--- config.mk ---
export PLATFORM = sky130hd
export DESIGN_NAME = mdsc_ctrl
export DESIGN_NICKNAME = d
export VERILOG_FILES = /design/src/logic/mdsc_pkg.sv /design/src/logic/mdsc_act_det.sv /design/src/logic/mdsc_ctrl.sv
export SDC_FILE = /design/constraint.sdc
export NUM_CORES = 1
export LEC_CHECK = 0
export BUFFER_PORTS_ARGS = -buffer_cell sky130_fd_sc_hd__buf_4
export CAP_MARGIN = 20
export CORE_MARGIN = 2
export CORE_UTILIZATION = 53
export CTS_BUF_LIST = sky130_fd_sc_hd__clkbuf_8
export CTS_CLUSTER_SIZE = 12
export DETAILED_ROUTE_END_ITERATION = 10
export GPL_TIMING_DRIVEN = 0
export PLACE_DENSITY = 0.83
export SYNTH_ARGS = -nofsm -noshare
export SYNTH_HDL_FRONTEND = slang
export SYNTH_SLANG_ARGS = --single-unit
--- constraint.sdc ---
create_clock -name clk -period 6.45 [get_ports clk]
set_input_delay 1.29 -clock clk [delete_from_list [all_inputs] [get_ports clk]]
set_output_delay 1.29 -clock clk [all_outputs]
set_load 0.01 [all_outputs]
--- src/logic/mdsc_pkg.sv ---
/*
 Constants, field layouts and types for the motion detect and self-test
 control bank. Assumes a byte-wide register port from the serial control
 interface, already decoded into write strobes, and one core clock.
*/
// Function
// - Stream invert at 0 maps bit 0 to positive and bit 1 to negative full scale, 1 swaps it.
// - The highpass select bit chooses raw or high-pass samples for both detectors.
// - Chain modes 00 and 10 run the detectors independently, each rearmed by its own clear.
// - Chain mode 01 links the detectors, each rearmed by the other's clear.
// - Chain mode 11 loops the detectors with no wait for any clear.
// - Stillness mode 01 is absolute, 11 referenced, 00 and 10 off.
// - Motion mode 01 is absolute, 11 referenced, 00 and 10 off.
// - With motion detection off the activity block gets no clock enable.
// - Self-test enable places the part in self-test mode.
// - Self-test drive applies the electrostatic force.
// - Self-test polarity reverses the force direction.
// - The axis mask enables X, Y and Z with one bit each.
// - Both registers reset to zero.
// - Activity compares abs of a 12-bit sample times 16 with the 11-bit threshold.
// - Activity needs an enabled axis above threshold for the timed count of 500 us steps.
package mdsc_pkg;
   localparam logic [7:0] MDSC_ADDR_MOTION = 8'h37;
   localparam logic [7:0] MDSC_ADDR_SELFTEST = 8'h38;
   localparam logic [7:0] MDSC_RESET_VAL = 8'h00;
   localparam logic [7:0] MDSC_SELFTEST_WMASK = 8'hE7;
   localparam int MDSC_BIT_INVERT = 7;
   localparam int MDSC_BIT_HPF = 6;
   localparam int MDSC_BIT_ST_EN = 7;
   localparam int MDSC_BIT_ST_DRIVE = 6;
   localparam int MDSC_BIT_ST_POL = 5;
   localparam logic [1:0] MDSC_MODE_ABS = 2'b01;
   localparam logic [1:0] MDSC_MODE_REF = 2'b11;
   localparam logic [1:0] MDSC_CHAIN_LINK = 2'b01;
   localparam logic [1:0] MDSC_CHAIN_LOOP = 2'b11;
   localparam int MDSC_STEP_NS = 500000;
   localparam int MDSC_CLK_NS = 8;
   localparam int MDSC_STEP_CYC = MDSC_STEP_NS / MDSC_CLK_NS;
   localparam logic [15:0] MDSC_STEP_LAST = 16'(MDSC_STEP_CYC - 1);
   localparam int MDSC_AXES = 3;

   typedef struct packed {
      logic invert;
      logic hpf;
      logic [1:0] chain;
      logic [1:0] still_mode;
      logic [1:0] motion_mode;
   } mdsc_motion_s;

   typedef struct packed {
      logic st_en;
      logic st_drive;
      logic st_pol;
      logic [1:0] rsvd;
      logic [2:0] axis_mask;
   } mdsc_selftest_s;

   typedef struct packed {
      logic signed [11:0] x;
      logic signed [11:0] y;
      logic signed [11:0] z;
   } mdsc_sample_s;
endpackage

--- src/logic/mdsc_act_det.sv ---
/*
 Activity detector: per-axis threshold compare and the sustained-motion
 timer. Assumes samples are stable while valid and the clock enable comes
 from the control bank.
*/
`timescale 1ns/1ps
`default_nettype none
module mdsc_act_det (
   // Clock and reset
   input wire logic clk,
   input wire logic sys_rst,
   input wire logic clk_en,
   // Setup
   input wire logic [2:0] axis_mask,
   input wire logic [10:0] threshold,
   input wire logic [23:0] time_steps,
   input wire logic armed,
   // Samples
   input wire mdsc_pkg::mdsc_sample_s sample,
   // Result
   output logic hit
);
   import mdsc_pkg::*;
   logic [MDSC_AXES-1:0] over;
   logic [11:0] ax [MDSC_AXES];
   logic [15:0] tick_r, tick_nxt;
   logic [23:0] cnt_r, cnt_nxt;
   logic any_over;

   assign ax[0] = sample.x;
   assign ax[1] = sample.y;
   assign ax[2] = sample.z;

   genvar g;
   generate
      for (g = 0; g < MDSC_AXES; g++) begin : g_axis
         logic [11:0] mag;
         assign mag = ax[g][11] ? 12'(-ax[g]) : ax[g];
         assign over[g] = axis_mask[g] &&
            ({mag, 4'h0} > {5'h00, threshold});
      end
   endgenerate
   assign any_over = |over;

   always_comb begin
      tick_nxt = tick_r;
      cnt_nxt = cnt_r;
      if (!any_over || !armed) begin
         tick_nxt = '0;
         cnt_nxt = '0;
      end else if (tick_r == MDSC_STEP_LAST) begin
         tick_nxt = '0;
         if (cnt_r < time_steps)
            cnt_nxt = cnt_r + 24'h00_0001;
      end else begin
         tick_nxt = tick_r + 16'h0001;
      end
   end

   always_ff @(posedge clk) begin
      if (sys_rst) begin
         tick_r <= '0;
         cnt_r <= '0;
      end else if (clk_en) begin
         tick_r <= tick_nxt;
         cnt_r <= cnt_nxt;
      end
   end

   assign hit = clk_en && armed && any_over && (cnt_r >= time_steps);
endmodule
`default_nettype wire

--- src/logic/mdsc_ctrl.sv ---
/*
 Control bank for motion detection, density stream polarity and self-test.
 Assumes the serial control interface presents one decoded byte access per
 cycle, and that the stillness detector, filter and serializer sit outside.
*/
`timescale 1ns/1ps
`default_nettype none
module mdsc_ctrl (
   // Clock and reset
   input wire logic clk,
   input wire logic sys_rst,
   // Register port
   input wire logic [7:0] reg_addr,
   input wire logic reg_wr,
   input wire logic [7:0] reg_wdata,
   output logic [7:0] reg_rdata,
   // Detector inputs
   input wire mdsc_pkg::mdsc_sample_s raw_sample,
   input wire mdsc_pkg::mdsc_sample_s hpf_sample,
   input wire logic [10:0] motion_threshold,
   input wire logic [23:0] activity_time,
   input wire logic still_hit,
   input wire logic act_int_clear,
   input wire logic still_int_clear,
   // Density stream
   input wire logic density_bit,
   output logic density_negative,
   // Detector outputs
   output mdsc_pkg::mdsc_sample_s det_sample,
   output logic [2:0] detect_axis_mask,
   output logic still_enable,
   output logic still_referenced,
   output logic still_armed,
   output logic motion_referenced,
   output logic act_clk_en,
   output logic act_event,
   output logic still_event,
   output logic act_int,
   output logic still_int,
   // Self-test
   output logic selftest_enable,
   output logic selftest_drive,
   output logic selftest_polarity
);
   import mdsc_pkg::*;
   mdsc_motion_s motion_r, motion_nxt;
   mdsc_selftest_s st_r, st_nxt;
   logic act_int_r, act_int_nxt, still_int_r, still_int_nxt;
   logic last_act_r, last_act_nxt;
   logic motion_en, act_armed, act_hit, linked, looped;

   always_comb begin
      motion_nxt = motion_r;
      st_nxt = st_r;
      if (reg_wr && reg_addr == MDSC_ADDR_MOTION)
         motion_nxt = mdsc_motion_s'(reg_wdata);
      if (reg_wr && reg_addr == MDSC_ADDR_SELFTEST)
         st_nxt = mdsc_selftest_s'(reg_wdata & MDSC_SELFTEST_WMASK);
   end

   always_comb begin
      case (reg_addr)
         MDSC_ADDR_MOTION: reg_rdata = motion_r;
         MDSC_ADDR_SELFTEST: reg_rdata = st_r;
         default: reg_rdata = '0;
      endcase
   end

   assign motion_en = motion_r.motion_mode[0];
   assign motion_referenced = motion_r.motion_mode == MDSC_MODE_REF;
   assign still_enable = motion_r.still_mode[0];
   assign still_referenced = motion_r.still_mode == MDSC_MODE_REF;
   assign act_clk_en = motion_en;
   assign det_sample = motion_r.hpf ? hpf_sample : raw_sample;
   assign detect_axis_mask = st_r.axis_mask;
   assign selftest_enable = st_r.st_en;
   assign selftest_drive = st_r.st_drive;
   assign selftest_polarity = st_r.st_pol;

   // host enables both first; modes assume it
   assign linked = motion_r.chain == MDSC_CHAIN_LINK;
   assign looped = motion_r.chain == MDSC_CHAIN_LOOP;

   always_comb begin
      act_armed = 1'b0;
      still_armed = 1'b0;
      case ({linked, looped})
         2'b10: begin
            act_armed = !last_act_r && !still_int_r;
            still_armed = last_act_r && !act_int_r;
         end
         2'b01: begin
            act_armed = !last_act_r;
            still_armed = last_act_r;
         end
         default: begin
            act_armed = !act_int_r;
            still_armed = !still_int_r;
         end
      endcase
      act_armed = act_armed && motion_en;
      still_armed = still_armed && still_enable;
   end

   assign act_event = act_hit;
   assign still_event = still_hit && still_armed;

   always_comb begin
      last_act_nxt = last_act_r;
      if (act_event)
         last_act_nxt = 1'b1;
      else if (still_event)
         last_act_nxt = 1'b0;
      // Event wins over a clear in the same cycle
      act_int_nxt = act_event || (act_int_r && !act_int_clear);
      still_int_nxt = still_event || (still_int_r && !still_int_clear);
   end

   always_ff @(posedge clk) begin
      if (sys_rst) begin
         motion_r <= mdsc_motion_s'(MDSC_RESET_VAL);
         st_r <= mdsc_selftest_s'(MDSC_RESET_VAL);
         act_int_r <= 1'b0;
         still_int_r <= 1'b0;
         last_act_r <= 1'b0;
         density_negative <= 1'b0;
      end else begin
         motion_r <= motion_nxt;
         st_r <= st_nxt;
         act_int_r <= act_int_nxt;
         still_int_r <= still_int_nxt;
         last_act_r <= last_act_nxt;
         density_negative <= density_bit ^ motion_r.invert;
      end
   end

   assign act_int = act_int_r;
   assign still_int = still_int_r;

   mdsc_act_det u_act (
      .clk(clk),
      .sys_rst(sys_rst),
      .clk_en(act_clk_en),
      .axis_mask(st_r.axis_mask),
      .threshold(motion_threshold),
      .time_steps(activity_time),
      .armed(act_armed),
      .sample(det_sample),
      .hit(act_hit)
   );

   a_reserved_zero: assert property (@(posedge clk) disable iff (sys_rst)
      st_r.rsvd == 2'b00) else $error("reserved bits set");
   a_reset_zero: assert property (@(posedge clk)
      $past(sys_rst) |-> motion_r == 8'h00 && st_r == 8'h00)
      else $error("reset not zero");
   a_invert_map: assert property (@(posedge clk) disable iff (sys_rst)
      !$past(sys_rst) |-> density_negative ==
      ($past(density_bit) ^ $past(motion_r.invert)))
      else $error("polarity wrong");
   a_hpf_select: assert property (@(posedge clk) disable iff (sys_rst)
      det_sample == (motion_r.hpf ? hpf_sample : raw_sample))
      else $error("sample source wrong");
   a_act_gated: assert property (@(posedge clk) disable iff (sys_rst)
      motion_r.motion_mode[0] == 1'b0 |-> !act_clk_en && !act_event)
      else $error("activity ran while off");
   a_indep_hold: assert property (@(posedge clk) disable iff (sys_rst)
      (!linked && !looped && act_int_r) |-> !act_event)
      else $error("activity before own clear");
   a_link_hold: assert property (@(posedge clk) disable iff (sys_rst)
      (linked && still_int_r) |-> !act_event)
      else $error("linked activity before clear");
   a_loop_alt: assert property (@(posedge clk) disable iff (sys_rst)
      (looped && act_event) |=> !act_event until still_event)
      else $error("loop did not alternate");
   a_still_dec: assert property (@(posedge clk) disable iff (sys_rst)
      still_enable == (motion_r.still_mode inside {2'b01, 2'b11}))
      else $error("stillness decode wrong");
   a_st_write: assert property (@(posedge clk) disable iff (sys_rst)
      reg_wr && reg_addr == MDSC_ADDR_SELFTEST |=>
      {selftest_enable, selftest_drive, selftest_polarity, detect_axis_mask}
      == {$past(reg_wdata[7:5]), $past(reg_wdata[2:0])})
      else $error("self-test write lost");
endmodule
`default_nettype wire

Yosys cells after proc, flatten, opt, wreduce, memory -nomap -nowiden
Cells that the tools add are included.
{"block": "totals", "reg_bits": 58, "output_inout_bits": 60, "word_cells": 79}
{"block": "classes", "n_addsub": 5, "order_cmp": 5, "n_eq_ne": 9, "mux": 14, "bitwise": 1, "reduce_logical": 30}
{"op": "two-way mux 24 bit", "count": 3}
{"op": "> comparator 16 x 11 -> 1 bit", "count": 3}
{"op": "two-way mux 12 bit", "count": 3}
{"op": "two-way mux 36 bit", "count": 1}
{"op": "negator 12 bit", "count": 3}
{"op": "two-way mux 16 bit", "count": 2}
{"op": "adder 24 x 1 -> 24 bit (second input constant)", "count": 1}
{"op": "greater-or-equal comparator 24 bit", "count": 1}
{"op": "less-than comparator 24 bit", "count": 1}
{"op": "adder 16 x 1 -> 16 bit (second input constant)", "count": 1}
{"op": "== test 16 bit (second input constant)", "count": 1}
{"op": "== test 8 x 6 -> 1 bit (second input constant)", "count": 2}
{"op": "one-hot mux 8 bit (2 select lines)", "count": 1}
{"op": "logical AND 1 bit", "count": 15}
{"op": "== test 2 bit (second input constant)", "count": 4}
{"op": "zero test 1 bit", "count": 7}
{"op": "nonzero test 2 bit", "count": 3}
{"op": "== test 2 x 1 -> 1 bit (second input constant)", "count": 2}
{"op": "one-hot mux 1 bit (2 select lines)", "count": 2}
{"op": "logical OR 1 bit", "count": 3}
{"op": "AND reduction 3 bit", "count": 1}
{"op": "OR reduction 3 bit", "count": 1}
{"op": "two-way mux 1 bit", "count": 2}
{"op": "XOR 1 bit", "count": 1}

Logic depth before layout (Yosys ltp)
{"block": "logic_depth", "word_depth": 10, "mapped_depth": 21, "mapped_depth_nobuf": 14}

Hierarchy
From an unflattened synthesis, not the netlist that was laid out.
{"block": "hier_totals", "cells_unflattened": 692, "area_unflattened_um2": 5527.8}
{"mod": "mdsc_act_det", "n_inst": 1, "cells_per_inst": 536, "area_per_inst_um2": 4112.7, "seq_area_each_um2": 800.8}
{"mod": "mdsc_ctrl", "n_inst": 1, "cells_per_inst": 156, "area_per_inst_um2": 1415.1, "seq_area_each_um2": 360.3}

Worst setup path before layout
Ideal clock, no wire load.
{"block": "synth_path", "path_kind": "input to output", "startpoint": "in hpf_sample[35] (netlist bit)", "endpoint": "out act_event", "arrival_time_ns": 3.832, "required_time_ns": 5.160, "setup_slack_ns": 1.328, "cell_stages": 15, "cell_sequence": "mux2i_1 -> inv_1 -> buf_2 -> nand2_1 -> xnor2_1 -> ha_1 -> a21o_1 -> a21o_1 -> a2111oi_0 -> a211oi_1 -> o41ai_2 -> o2111ai_1 -> buf_2 -> nand3_1 -> inv_1"}
{"item": "start: declaration", "line": "mdsc_ctrl.sv:19", "text": "input wire mdsc_pkg::mdsc_sample_s hpf_sample,"}
{"item": "end: declaration", "line": "mdsc_ctrl.sv:36", "text": "output logic act_event,"}

Final worst setup path
{"block": "layout_path", "startpoint": "reg motion_r[6] (netlist bit)", "endpoint": "out act_event"}
{"block": "layout_between", "elab_chain_cells": 8, "word_cells_on_any_way": 16}
{"item": "start: declaration", "line": "mdsc_ctrl.sv:46", "text": "mdsc_motion_s motion_r, motion_nxt;"}
{"item": "start signal: assignment", "line": "mdsc_ctrl.sv:121", "text": "motion_r <= mdsc_motion_s'(MDSC_RESET_VAL);"}
{"item": "start signal: assignment", "line": "mdsc_ctrl.sv:128", "text": "motion_r <= motion_nxt;"}
{"item": "two-way mux 36 bit (*)", "line": "mdsc_ctrl.sv:74", "text": "assign det_sample = motion_r.hpf ? hpf_sample : raw_sample;"}
{"item": "negator 12 bit", "line": "mdsc_act_det.sv:38", "text": "assign mag = ax[g][11] ? 12'(-ax[g]) : ax[g];"}
{"item": "two-way mux 12 bit", "line": "mdsc_act_det.sv:38"}
{"item": "> comparator 16 x 11 -> 1 bit", "line": "mdsc_act_det.sv:40", "text": "({mag, 4'h0} > {5'h00, threshold});"}
{"item": "logical AND 1 bit", "line": "mdsc_act_det.sv:39", "text": "assign over[g] = axis_mask[g] &&"}
{"item": "OR reduction 3 bit (*)", "line": "mdsc_act_det.sv:43", "text": "assign any_over = |over;"}
{"item": "logical AND 1 bit (*) (2 in a row)", "line": "mdsc_act_det.sv:70", "text": "assign hit = clk_en && armed && any_over && (cnt_r >= time_steps);"}
Mark *: on every way between the ends. The rest lies on a longest branch, timed or not.

==> impl_results.md <==
- Status: finished, final reports clean
- Syn Inst Count: 785
- Syn nets: 965
- Post-synth EDFFs: 0
- CP Launch Type: flop
- Sequential power share: 0.342
- Area grow syn2layout: 31.9%
- RSZ-0062 raised after global routing: false
- # setup viols final: 0
- Post-DRT Antenna Nets: 0
- All-layer global routing usage: 0.326
- Fin worst setup slack: 0.242 ns
- Antenna violations before repair: 0
- Cell internal pwr: 0.783 mW
- Fin crit period: 6.21 ns
- Top cells by area, synth: dfxtp_1, ha_1, nand2_1, nand3_1, inv_1
- Reg2Reg Setup Slack: about 1.7 ns
- Global-route wire length before repair: 30800 µm
- CP bufs+invs: 9
- Kind of critical path: flop to output port
- Clk_skew: 0.0134 ns
- Crit-path cells: buf_6, buf_6, buf_4, buf_2, buf_1, mux2i_1, inv_1, xnor2_1, ha_1, a21o_1, a21o_1, a2111oi_0, a211oi_1, o41ai_2, o2111ai_1, buf_2, nand3_1, inv_1, buf_4
- Yosys warnings: 0
- Sequential element share of the synthesized area: 0.200
- Crit-path max FO: 10
- Hold Path Class: flop to flop
- Number of global-route vias before repair: ~6500
- Avg WL per Cell: roughly 17 µm
- Grt ovf: 0
- Clk slew on worst S/H paths: ~0.070 ns
- Syn Area/Cell: 7.41 µm²
- Distinct cells, synth: 76
- Worst skew pair latency: 0.35 ns
- VDD IR-drop max: roughly 0.17 mV
- Worst rel slew slack: 0.559
- Synth area leader: dfxtp_1
- Hold_sp: motion_r[3]$_SDFFE_PP0P_
- Drt initial violations: 617
- Initial Util: 0.539
- Post-synth top area share: 0.200
- R2R Path Start: motion_r[6]$_SDFFE_PP0P_
- Detailed Routing Iterations Pass 1: 6
- Net load switching power: ~0.27 mW
- Actual slew at the worst max-slew pin: 0.660 ns
- Share of cells above drive strength 1: 0.252
- Chip Width: 109 µm
- Number of remaining DRC errors: 0
- Final Hold Vio Count: 0
- Most frequent cells after synthesis: nand2_1, inv_1, dfxtp_1, ha_1, nand3_1
- Cell Area, Synth: 0.00582 mm²
- Power Dens Cells: 137 mW/mm²
- Slowest stage delay, CP: 0.47 ns
- Multi-input combinational cell area: approximately 0.0042 mm²
- CTS tree: built
- Row count: 38
- Core area: 0.0108 mm²
- IO Port Bufs: about 190
- Setup TNS: 0 ns
- Logic pwr share: 0.224
- Detailed-route wire length: around 19000 µm
- Worst hold slack: 0.474 ns
- Crit share post-route: 0.963
- Reg-to-reg critical path endpoint: u_act.cnt_r[13]$_SDFFE_PP0P_
- Root buf cell: clkbuf_8
- DR vias/cell: approximately 6
- Largest net degree at the start of global routing: 11
- FILL cells: 926
- Place WS: 0.440 ns
- Crit path DAT: 4.92 ns
- Most common cell in the netlist: nand2_1
- Clock share of power: 0.434
- Worst-case clock buffer depth: 2
- IO Pins: 190
- FF+latch area: 0.00116 mm²
- Main flop type after synthesis: dfxtp_1
- CTS Sinks: 58
- Num CTS Buffers: 9
- Max-cap violations: 0
- Pleak: 3.32 nW
- Hold depth: 2
- CP required: between 5 and 6 ns
- Critical Path Stages: 19
- Post-synthesis sequential element count: 58
- Routed vias: 6804
- RePlAce Congestion: around 0.95
- CP top delay family: buffers and inverters
- R2R depth: 18
- # diodes: 0
- Max-slew violation count: 0
- Crit end category: output port
- H-tree depth: 3
- Peak Freq: roughly 160 MHz
- Slowest-stage cell, CP: buf_1
- Die Area: 0.0118 mm²
- Asr flop ratio synth: 0
- Net Sw Frac: 0.255
- Hpwl dp: around 15000 µm
- Hold Crit Endpoint: motion_r[3]$_SDFFE_PP0P_
- Post-CTS Hold Fix Bufs: 0
- Die H: 109 µm
- Final #Nets: roughly 1200
==> registers in the layout (all words and copies together) (netlist names) <==
signal             flops
last_act_r             1
selftest_enable        1
density_negative       1
detect_axis_mask       3
still_int              1
still_enable           1
u_act.cnt_r           24
selftest_polarity      1
act_int                1
selftest_drive         1
u_act.tick_r          16
act_clk_en             1
motion_r               6
==> cells in the final DEF, fill, tap and decap left out, drive strengths merged, types with 18 or more instances in the layout <==
cell type,n
buf,202
nand2,89
inv,67
dfxtp,58
nand3,50
ha,50
nor2,46
a21oi,40
nor3,37
o21ai,33
clkbuf,32
xnor2,22
mux2i,21
nand4,20
o211ai,19
a31oi,18
==> layout make-up <==
| cell class | instances | share of cell area |
|---|---|---|
| Inverter | 67 | 0.0328 |
| Clock buffer | 10 | 0.0179 |
| Tap cell | 140 | 0.0228 |
| Sequential cell | 58 | 0.151 |
| Timing Repair Buffer | 188 | 0.184 |
| Multi-Input combinational cell | 624 | 0.550 |
| Buffer | 36 | 0.0245 |
| Clock inverter | 6 | 0.0168 |
==> worst max-delay path by stage <==
stage / start / endpoint / slack [ns]
finish: motion_r[6]$_SDFFE_PP0P_ / act_event / 0.24
global route: motion_r[6]$_SDFFE_PP0P_ / act_event / 0.01
CTS: motion_r[6]$_SDFFE_PP0P_ / act_event / 0.05
detailed placement: motion_r[6]$_SDFFE_PP0P_ / act_event / 0.44
global placement: motion_r[6]$_SDFFE_PP0P_ / act_event / 0.45
floorplan: hpf_sample[35] / act_event / 1.33
==> stage by stage <==
stage | utilization | power, mW | area [µm²] | cells
2_1_floorplan | - | 0.485 | 5820 | 785
3_3_place_gp | 0.686 | 0.596 | 7410 | 1113
3_5_place_dp | 0.686 | 0.601 | 7410 | 1113
4_1_cts | 0.711 | 1.05 | 7670 | 1129
5_1_grt | 0.711 | 1.09 | 7670 | 1129
6_report | 0.711 | 1.05 | 7670 | 1129
==> layer usage <==
layer	track usage	up-vias	share of wire
met3	0.0460	56	0.083
met5	0	-	0
li1	-	3297	-
met2	0.561	330	0.47
met4	0.158	0	0.037
met1	0.399	3121	0.41
==> worst min-delay path: stages (launching register included) <==
cell and delay [ns]:
dfxtp_1 0.32, nand2_1 0.06, a21oi_1 0.06
==> cells by family (layout without fill, tap and decap cells) <==
kind of cell | Yosys count | after routing | share of synthesized area
mux | 38 | 38 | 0.0737
compound gates | 187 | 187 | 0.224
fa+ha+maj | 50 | 50 | 0.108
xor+xnor | 27 | 27 | 0.0406
flops | 58 | 58 | 0.200
simple gates | 322 | 322 | 0.279
buf+inv | 103 | 307 | 0.0752
==> timing repair <==
item,CTS,global route
gates resized for setup,0,1
buffers inserted,0,0
setup endpoints to repair,0,1
==> power by group through the flow <==
stage | registers, mW | clock network (mW) | logic, mW
5_1_grt | 0.360 | 0.473 | 0.261
6_report | 0.360 | 0.456 | 0.236
2_1_floorplan | 0.368 | 0 | 0.117
3_3_place_gp | 0.368 | 0 | 0.228
4_1_cts | 0.360 | 0.454 | 0.234
3_5_place_dp | 0.368 | 0 | 0.233
Note: power is estimated with default switching activity, not from simulation.
